### src/rtl/wsp_pkg.sv
// Package of register map, field layout and timing constants for the wake sequencer.
//
// Operation
// - With the soft reset wake enable set, a software reset leads back to the on state.
// - With a reset event's wake enable clear, that event leaves the device in standby.
// - The watchdog reset wake enable (bit 5, reset 0) decides if a watchdog reset wakes.
// - The charger present wake enable (bit 4, reset 0) decides if that event wakes.
// - The main battery wake enable (bit 3) decides if a valid main battery event wakes.
// - The first alarm wake enable (bit 2, reset 1) decides if the first alarm wakes.
// - The second alarm wake enable (bit 1, reset 1) decides if the second alarm wakes.
// - The enable pin wake enable (bit 0, reset 1) decides if the enable input wakes.
// - Power-up period bits 6:4 pick 31, 63, 127, 253, 508, 984, 1936 or 3904 us.
// - Power-down period bits 2:0 pick 31, 63, 127, 253, 508, 984, 1936 or 3904 us.
// - A software reset powers both sequencers down and then asserts system reset.
`default_nettype none

package wsp_pkg;

    localparam int unsigned CLK_MHZ        = 100;
    localparam int unsigned CLK_PERIOD_NS  = 10;

    // Register indices; the byte address is four times the index.
    localparam logic [9:0]  WAKE_IDX       = 10'h094;
    localparam logic [9:0]  PERIOD_IDX     = 10'h095;
    localparam logic [9:0]  CTRL_IDX       = 10'h09a;
    localparam logic [9:0]  STAT_IDX       = 10'h09b;

    localparam logic [7:0]  WAKE_RESET     = 8'h47;
    localparam logic [7:0]  PERIOD_RESET   = 8'h00;
    localparam logic [7:0]  PERIOD_MASK    = 8'h77;

    localparam int unsigned WK_MR_BIT      = 7;
    localparam int unsigned WK_SW_BIT      = 6;
    localparam int unsigned WK_WD_BIT      = 5;
    localparam int unsigned WK_CHG_BIT     = 4;
    localparam int unsigned WK_MB_BIT      = 3;
    localparam int unsigned WK_AL1_BIT     = 2;
    localparam int unsigned WK_AL2_BIT     = 1;
    localparam int unsigned WK_EN_BIT      = 0;
    localparam int unsigned PU_LSB         = 4;
    localparam int unsigned PD_LSB         = 0;
    localparam int unsigned SFT_REQ_BIT    = 0;

    // Slot periods in microseconds, indexed by the 3-bit code.
    localparam logic [11:0] PERIOD_US [8]  = '{12'd31, 12'd63, 12'd127, 12'd253,
                                               12'd508, 12'd984, 12'd1936, 12'd3904};

    localparam int unsigned RESET_PULSE_NS = 1000;
    localparam logic [7:0]  RESET_CYCLES   = 8'(RESET_PULSE_NS / CLK_PERIOD_NS);

    typedef enum logic [2:0] {
        ST_STANDBY   = 3'b000,
        ST_POWERUP   = 3'b001,
        ST_ON        = 3'b010,
        ST_POWERDOWN = 3'b011,
        ST_RESET     = 3'b100
    } wsp_state_e;

endpackage

`default_nettype wire

### src/rtl/wsp_slot_timer.sv
// Slot timer that divides the clock to microseconds and marks the end of each slot period.
`default_nettype none

module wsp_slot_timer
    import wsp_pkg::*;
#(
    parameter int unsigned US_CYCLES = CLK_MHZ
) (
    // Clock and reset.
    input  wire logic       hclk,
    input  wire logic       hresetn,
    // Control.
    input  wire logic       run,
    input  wire logic [2:0] period_code,
    // Slot boundary, one cycle.
    output logic            tick
);

    logic [15:0] div_reg;
    logic [11:0] us_reg;
    logic        us_end;

    // The microsecond rate is an enable pulse; the block stays on one clock.
    assign us_end = (div_reg == 16'(US_CYCLES - 1));
    assign tick   = run & us_end & (us_reg == (PERIOD_US[period_code] - 12'h001));

    always_ff @(posedge hclk or negedge hresetn) begin
        if (!hresetn) begin
            div_reg <= 16'h0000;
        end else if (!run || us_end) begin
            div_reg <= 16'h0000;
        end else begin
            div_reg <= div_reg + 16'h0001;
        end
    end

    always_ff @(posedge hclk or negedge hresetn) begin
        if (!hresetn) begin
            us_reg <= 12'h000;
        end else if (!run || tick) begin
            us_reg <= 12'h000;
        end else if (us_end) begin
            us_reg <= us_reg + 12'h001;
        end
    end

endmodule

`default_nettype wire

### src/rtl/wsp_wake_sequencer.sv
// Wake source selection, power-up/down slot sequencing and its AHB-Lite register file.
//
// The AHB-Lite slave port was chosen for this implementation.
`default_nettype none

module wsp_wake_sequencer
    import wsp_pkg::*;
#(
    parameter int unsigned US_CYCLES = CLK_MHZ
) (
    // Clock and reset.
    input  wire logic        hclk,
    input  wire logic        hresetn,
    // AHB-Lite slave.
    input  wire logic        hsel,
    input  wire logic [31:0] haddr,
    input  wire logic [1:0]  htrans,
    input  wire logic        hwrite,
    input  wire logic [2:0]  hsize,
    input  wire logic [31:0] hwdata,
    input  wire logic        hready,
    output logic             hreadyout,
    output logic             hresp,
    output logic [31:0]      hrdata,
    // Wake event pins.
    input  wire logic        manual_reset_event,
    input  wire logic        watchdog_reset_event,
    input  wire logic        charger_present_event,
    input  wire logic        main_battery_event,
    input  wire logic        first_alarm_event,
    input  wire logic        second_alarm_event,
    input  wire logic        primary_enable_input,
    // Sequencer and system outputs.
    output logic [3:0]       sequencer_a_slots,
    output logic [3:0]       sequencer_b_slots,
    output logic             power_on,
    output logic             system_reset_n
);

    ////////////////////////////////////////////////////////////////////////////////
    logic        wr_pend_reg;
    logic        rd_pend_reg;
    logic        addr_ok_reg;
    logic [9:0]  idx_reg;
    logic [31:0] hrdata_reg;
    logic [31:0] rd_val;
    logic        wr_now;
    logic [7:0]  wake_reg;
    logic [7:0]  period_reg;
    logic        sft_req_reg;
    logic        sft_clr;
    wsp_state_e  state_reg;
    wsp_state_e  state_next;
    logic [7:0]  slots_reg;
    logic [7:0]  rst_cnt_reg;
    logic        rewake_reg;
    logic        rst_n_reg;
    logic        power_on_reg;
    logic        rst_last;
    logic        run;
    logic        tick;
    logic [2:0]  code;
    logic [7:0]  pin_in;
    wire  [7:0]  ev;
    logic        wake_hit;
    logic        shut_req;

    assign hresp     = 1'b0;
    assign hreadyout = ~rd_pend_reg;
    assign hrdata    = hrdata_reg;

    // Reads take one wait state so that a write just before lands first.
    always_ff @(posedge hclk or negedge hresetn) begin
        if (!hresetn) begin
            wr_pend_reg <= 1'b0;
            rd_pend_reg <= 1'b0;
            addr_ok_reg <= 1'b0;
            idx_reg     <= 10'h000;
        end else if (hready) begin
            wr_pend_reg <= hsel & htrans[1] & hwrite;
            rd_pend_reg <= hsel & htrans[1] & ~hwrite;
            addr_ok_reg <= (haddr[31:12] == 20'h00000) && (haddr[1:0] == 2'h0)
                           && (hsize == 3'h2);
            idx_reg     <= haddr[11:2];
        end else begin
            wr_pend_reg <= 1'b0;
            rd_pend_reg <= 1'b0;
        end
    end

    assign wr_now = wr_pend_reg & addr_ok_reg;

    always_comb begin
        rd_val = 32'h0000_0000;
        if (addr_ok_reg) begin
            unique case (idx_reg)
                WAKE_IDX:   rd_val = {24'h000000, wake_reg};
                PERIOD_IDX: rd_val = {24'h000000, period_reg};
                CTRL_IDX:   rd_val = {31'h0000_0000, sft_req_reg};
                STAT_IDX:   rd_val = {16'h0000, slots_reg, 5'h00, state_reg};
                default:    rd_val = 32'h0000_0000;
            endcase
        end
    end

    always_ff @(posedge hclk or negedge hresetn) begin
        if (!hresetn) begin
            hrdata_reg <= 32'h0000_0000;
        end else if (rd_pend_reg) begin
            hrdata_reg <= rd_val;
        end
    end

    ////////////////////////////////////////////////////////////////////////////////
    always_ff @(posedge hclk or negedge hresetn) begin
        if (!hresetn) begin
            wake_reg <= WAKE_RESET;
        end else if (wr_now && idx_reg == WAKE_IDX) begin
            wake_reg <= hwdata[7:0];
        end
    end

    // Reserved bits are dropped on write and read back as zero.
    always_ff @(posedge hclk or negedge hresetn) begin
        if (!hresetn) begin
            period_reg <= PERIOD_RESET;
        end else if (wr_now && idx_reg == PERIOD_IDX) begin
            period_reg <= hwdata[7:0] & PERIOD_MASK;
        end
    end

    // A new request wins over the self-clear at the end of the reset pulse.
    always_ff @(posedge hclk or negedge hresetn) begin
        if (!hresetn) begin
            sft_req_reg <= 1'b0;
        end else if (wr_now && idx_reg == CTRL_IDX && hwdata[SFT_REQ_BIT]) begin
            sft_req_reg <= 1'b1;
        end else if (sft_clr) begin
            sft_req_reg <= 1'b0;
        end
    end

    ////////////////////////////////////////////////////////////////////////////////
    assign pin_in = {manual_reset_event, 1'b0, watchdog_reset_event,
                     charger_present_event, main_battery_event, first_alarm_event,
                     second_alarm_event, primary_enable_input};

    // Each pin is taken as changed once the second and third stages agree.
    genvar gi;
    for (gi = 0; gi < 8; gi++) begin : g_sync
        if (gi == WK_SW_BIT) begin : g_none
            assign ev[gi] = 1'b0;
        end else begin : g_pin
            logic [2:0] sync_reg;
            logic       level_reg;
            always_ff @(posedge hclk or negedge hresetn) begin
                if (!hresetn) begin
                    sync_reg  <= 3'h0;
                    level_reg <= 1'b0;
                end else begin
                    sync_reg <= {sync_reg[1:0], pin_in[gi]};
                    if (sync_reg[1] == sync_reg[2]) begin
                        level_reg <= sync_reg[2];
                    end
                end
            end
            assign ev[gi] = (sync_reg[1] == sync_reg[2]) & sync_reg[2] & ~level_reg;
        end
    end

    // Only enabled sources may wake; the software reset wakes via rewake_reg.
    assign wake_hit = |(ev & wake_reg);
    assign shut_req = sft_req_reg | ev[WK_MR_BIT] | ev[WK_WD_BIT];
    assign rst_last = (rst_cnt_reg == RESET_CYCLES - 8'h01);
    assign sft_clr  = (state_reg == ST_RESET) && rst_last;

    ////////////////////////////////////////////////////////////////////////////////
    always_comb begin
        state_next = state_reg;
        unique case (state_reg)
            ST_STANDBY: begin
                if (sft_req_reg) begin
                    state_next = ST_POWERDOWN;
                end else if (wake_hit) begin
                    state_next = ST_POWERUP;
                end
            end
            ST_POWERUP: begin
                if (slots_reg == 8'hff) begin
                    state_next = ST_ON;
                end
            end
            ST_ON: begin
                if (shut_req) begin
                    state_next = ST_POWERDOWN;
                end
            end
            ST_POWERDOWN: begin
                if (slots_reg == 8'h00) begin
                    state_next = ST_RESET;
                end
            end
            ST_RESET: begin
                if (rst_last) begin
                    state_next = rewake_reg ? ST_POWERUP : ST_STANDBY;
                end
            end
            default: state_next = ST_STANDBY;
        endcase
    end

    always_ff @(posedge hclk or negedge hresetn) begin
        if (!hresetn) begin
            state_reg    <= ST_STANDBY;
            rst_n_reg    <= 1'b1;
            power_on_reg <= 1'b0;
        end else begin
            state_reg    <= state_next;
            rst_n_reg    <= (state_next != ST_RESET);
            power_on_reg <= (state_next == ST_ON);
        end
    end

    // The cause of the shutdown decides whether the device comes back on.
    always_ff @(posedge hclk or negedge hresetn) begin
        if (!hresetn) begin
            rewake_reg <= 1'b0;
        end else if (state_next == ST_POWERDOWN && state_reg != ST_POWERDOWN) begin
            if (sft_req_reg) begin
                rewake_reg <= wake_reg[WK_SW_BIT];
            end else if (ev[WK_MR_BIT]) begin
                rewake_reg <= wake_reg[WK_MR_BIT];
            end else begin
                rewake_reg <= wake_reg[WK_WD_BIT];
            end
        end
    end

    always_ff @(posedge hclk or negedge hresetn) begin
        if (!hresetn) begin
            rst_cnt_reg <= 8'h00;
        end else if (state_reg == ST_RESET) begin
            rst_cnt_reg <= rst_cnt_reg + 8'h01;
        end else begin
            rst_cnt_reg <= 8'h00;
        end
    end

    ////////////////////////////////////////////////////////////////////////////////
    // Slots 3:0 belong to sequencer a and 7:4 to sequencer b; b goes down first.
    assign run  = ((state_reg == ST_POWERUP) && (slots_reg != 8'hff))
                  || ((state_reg == ST_POWERDOWN) && (slots_reg != 8'h00));
    assign code = (state_reg == ST_POWERUP) ? period_reg[PU_LSB +: 3]
                                            : period_reg[PD_LSB +: 3];

    wsp_slot_timer #(
        .US_CYCLES   (US_CYCLES)
    ) u_timer (
        .hclk        (hclk),
        .hresetn     (hresetn),
        .run         (run),
        .period_code (code),
        .tick        (tick)
    );

    always_ff @(posedge hclk or negedge hresetn) begin
        if (!hresetn) begin
            slots_reg <= 8'h00;
        end else if (tick && state_reg == ST_POWERUP) begin
            slots_reg <= {slots_reg[6:0], 1'b1};
        end else if (tick && state_reg == ST_POWERDOWN) begin
            slots_reg <= {1'b0, slots_reg[7:1]};
        end
    end

    assign sequencer_a_slots = slots_reg[3:0];
    assign sequencer_b_slots = slots_reg[7:4];
    assign power_on          = power_on_reg;
    assign system_reset_n    = rst_n_reg;

    ////////////////////////////////////////////////////////////////////////////////
    logic [31:0] gap_reg;
    logic [31:0] gap_want;

    assign gap_want = 32'(PERIOD_US[code]) * 32'(US_CYCLES) - 32'h0000_0001;

    always_ff @(posedge hclk or negedge hresetn) begin
        if (!hresetn) begin
            gap_reg <= 32'h0000_0000;
        end else if (!run || tick) begin
            gap_reg <= 32'h0000_0000;
        end else begin
            gap_reg <= gap_reg + 32'h0000_0001;
        end
    end
endmodule

`default_nettype wire

### config.mk
export PLATFORM = sky130hd
export DESIGN_NAME = wsp_wake_sequencer
export DESIGN_NICKNAME = d
export VERILOG_FILES = /design/src/rtl/wsp_pkg.sv /design/src/rtl/wsp_slot_timer.sv /design/src/rtl/wsp_wake_sequencer.sv
export SDC_FILE = /design/constraint.sdc
export NUM_CORES = 1
export LEC_CHECK = 0
export BUFFER_PORTS_ARGS = -buffer_cell sky130_fd_sc_hd__buf_2
export CAP_MARGIN = 10
export CORE_ASPECT_RATIO = 0.6
export CORE_MARGIN = 2
export CORE_UTILIZATION = 50
export CTS_BUF_LIST = sky130_fd_sc_hd__clkbuf_4 sky130_fd_sc_hd__clkbuf_8
export CTS_CLUSTER_DIAMETER = 120
export DETAILED_ROUTE_END_ITERATION = 12
export PLACE_DENSITY = 0.74
export RECOVER_POWER = 50
export SLEW_MARGIN = 20
export SYNTH_ARGS = -nofsm -noshare
export SYNTH_HDL_FRONTEND = slang
export SYNTH_SLANG_ARGS = --single-unit
### constraint.sdc
create_clock -name hclk -period 3.9 [get_ports hclk]
set_clock_uncertainty 0.1 [all_clocks]
set_input_delay 0 -clock hclk [delete_from_list [all_inputs] [get_ports hclk]]
set_output_delay 0 -clock hclk [all_outputs]
set_load 0.05 [all_outputs]
==> impl_metrics.yaml <==
run_status:
  status: "finished, violations left"
  violations: "max-capacitance violations, max-slew violations"
clock_network:
  h-tree-depth: 4
  clkSlewWorstSetupHoldPaths_ps: 80
  clkSinkCount: 122
  cts_tree: "done"
  clk_latency_ps: 430
  numCtsBuffers: 17
  clock_tree.buffer_depth: 2
  postCtsSetupRepairBufs: 0
  cts-root-buf: "clkbuf_8"
timing:
  hold_viol_final: 0
  max_slew.worst_pin.slew_ps: 1780
  setup_viol: 0
  min_period_over_period_pct: 94.1
  period_minus_slack_ps: 3670
  rsz0062_at_grt: "no"
  max-slew-margin-rel_pct: -18.7
  slew_viol_final: 74
  setup_tns_ps: 0
  fmax_ghz: 0.272
die:
  start_util_pct: 51.6
  die_y_um: 87.9
  die_area_um2: 12600
  row_count: 30
  ios: 125
  fp.dieW_um: 144
  design.core.area_um2: 11400
worst_setup_path:
  startpoint_type: "register"
  path_cells: "or3b_4 -> mux2i_4 -> inv_2 -> ha_1 -> ha_1 -> inv_1 -> o2111ai_1 -> a41oi_1 -> o221ai_1 -> nor4_4 -> buf_12 -> mux2_1"
  critPathMaxFanout: 20
  crit_start: "state_reg[2]$_DFF_PN0_"
  crit_path_max_incr_delay_ps: 480
  reg2reg_slack_ps: 230
  worst_path_max_delay_cell: "dfrtp_1"
  crit_type: "register to register"
  cp_data_arrival_time_ps: 3880
  crit_top_cell: "ha_1"
  worstSetupEndpointType: "register"
  cp.required_ps: 4110
  reg2reg_from: "state_reg[2]$_DFF_PN0_"
place:
  portBuffers: 82
  hpwl_mm: 9.30
  gp_congestion: 0.955
  dp_cells: 747
final_layout:
  mostFrequentLayoutCells: "dfrtp_1, buf_2, dlygate4sd3_1, mux2_2, nand2_1"
  drive_above_1_share_pct: 21.3
  diodes: 0
  final_nets: 744
  largest_register_ffs: 21
  final-instance-count-excl-fill: 823
  fillers: 928
  final_common_cell: "dfrtp_1"
  syn_to_final_growth_pct: 22.7
global_route:
  grt_remaining_overflow: 0
  grt_pass1_wl_mm: 22.6
  antenna_found_initial: 0
  grt_max_degree: 74
  gr-usage-all-layers_pct: 23.2
  grt_pass1_vias: 4572
yosys:
  yosysWarnings: 0
  synth-seq-area-share_pct: 52.2
  postSynthCellCount: 523
  avgSynthCellArea_um2: 11.2
  ys_types: 62
  synth_area_leaders: "dfrtp_1, mux2_2, ha_1"
  netlist_area_um2: 5860
  dominantRegCellSynth: "dfrtp_1"
  ys_seq_elements: 122
  synth_edf_count: 0
  synth_top_cell_by_area: "dfrtp_1"
  async_flop_share_pct: 100
  synth_top_area_share_pct: 49.9
pwr:
  vdd_drop_max_mv: 0.193
  p_leak_nw: 3.16
  p_per_area_nw_per_um2: 372
worst_hold_path:
  hp-class: "primary input to register"
  min_from: "main_battery_event"
drt:
  via_count: 4574
  drt_iter0_drc: 311
  routedWlPerCell_um: 16.9
  firstDrtPassIters: 4
  ant_nets: 0
  routed_via_density: 5.56
  post-route-drc-count: 0
  drt_wl_total_mm: 13.9
run:
  cap_violations: 1
[path summary, 6_finish.rpt]
check / end / depth (start not counted)
worst max-delay path: slots_reg[2]$_DFFE_PN0P_ / 12
worst min-delay path: g_sync[3].g_pin.sync_reg[0]$_DFF_PN0_ / 2
worst max register to register: slots_reg[2]$_DFFE_PN0P_ / 12
worst min register to register: g_sync[2].g_pin.sync_reg[1]$_DFF_PN0_ / 0
max in group asynchronous: wake_reg[1]$_DFFE_PN1P_ / 3
min in group asynchronous: u_timer.us_reg[10]$_DFFE_PN0P_ / 2
[through the flow]
stage               instance area [um2]  utilization, %  hold slack (ps)  power (mW)  worst slack [ps]
global placement                   6380            56.1             7.11        1.51               388
floorplan                          5920               -             -396        1.46               650
detailed placement                 6380            56.1             9.68        1.52               212
CTS                                7220            63.5             81.3        2.70               203
global route                       7200            63.3             91.5        2.78              35.6
finish                             7200            63.3              109        2.68               230
[cell type report]
| cell class | instances | area [um2] | area share (%) |
|---|---|---|---|
| Clock buffer | 17 | 234 | 3.25 |
| Clock inverter | 15 | 166 | 2.31 |
| Inverter | 19 | 71.3 | 0.991 |
| Multi-Input combinational cell | 357 | 2590 | 35.9 |
| Sequential cell | 122 | 3060 | 42.5 |
| Tap cell | 160 | 200 | 2.78 |
| Timing Repair Buffer | 133 | 880 | 12.2 |
[critical path, delay by kind of cell, from the launching register on]
kind                       cells  cell delay, ps
adders and majority gates      2             560
DFF                            1             480
buffers and inverters          3             450
and+or+nand+nor                2             690
AOI/OAI and AO/OA              3             640
muxes                          2             620
[kinds of logic after synthesis]
logic type,after synthesis,share of synthesized area (%)
buf+inv,60,5.14
flops,122,52.2
xor+xnor,30,4.48
compound gates,74,9.52
other cells,1,0.0639
mux,48,9.17
simple gates,175,16.7
fa+ha+maj,13,2.77
[synth_stat cells, drive strengths merged, types with 3 or more instances]
library cell    n
mux2           36
o2bb2ai         8
or4             5
nand3          15
a21oi          10
xor2           14
dfrtp         117
xnor2          16
nand2b          3
nor4           11
ha             13
o21ai          11
nand4          11
buf            25
clkbuf         16
nor2b           5
nand3b          6
nor4b           6
dfstp           5
nor3b           6
mux2i          12
o2111ai         3
a22o           11
and3           13
inv            18
nor3           18
nand2          30
o211ai          3
and2            3
or3             5
a22oi           4
nor2           28
o22ai           9
[what timing repair did]
item,in CTS,in global routing
hold buffers,44,0
hold endpoints to repair,103,0
setup endpoints to repair,0,3
resized for setup,0,3
[layer usage]
metal / track usage, % / wire length, um / vias up
li1: - / - / 2136
met1: 31.7 / 6530 / 2246
met2: 36.5 / 6400 / 175
met3: 5.90 / 769 / 17
met4: 8.29 / 197 / 0
met5: 0 / 0 / -
[where the power goes]
| group | switching, mW | total (mW) | internal, mW |
|---|---|---|---|
| registers | 0.0199 | 1.32 | 1.30 |
| clock network | 0.560 | 1.14 | 0.582 |
| logic | 0.122 | 0.220 | 0.0974 |
| total | 0.702 | 2.68 | 1.98 |
(Power assumes the default switching activity.)
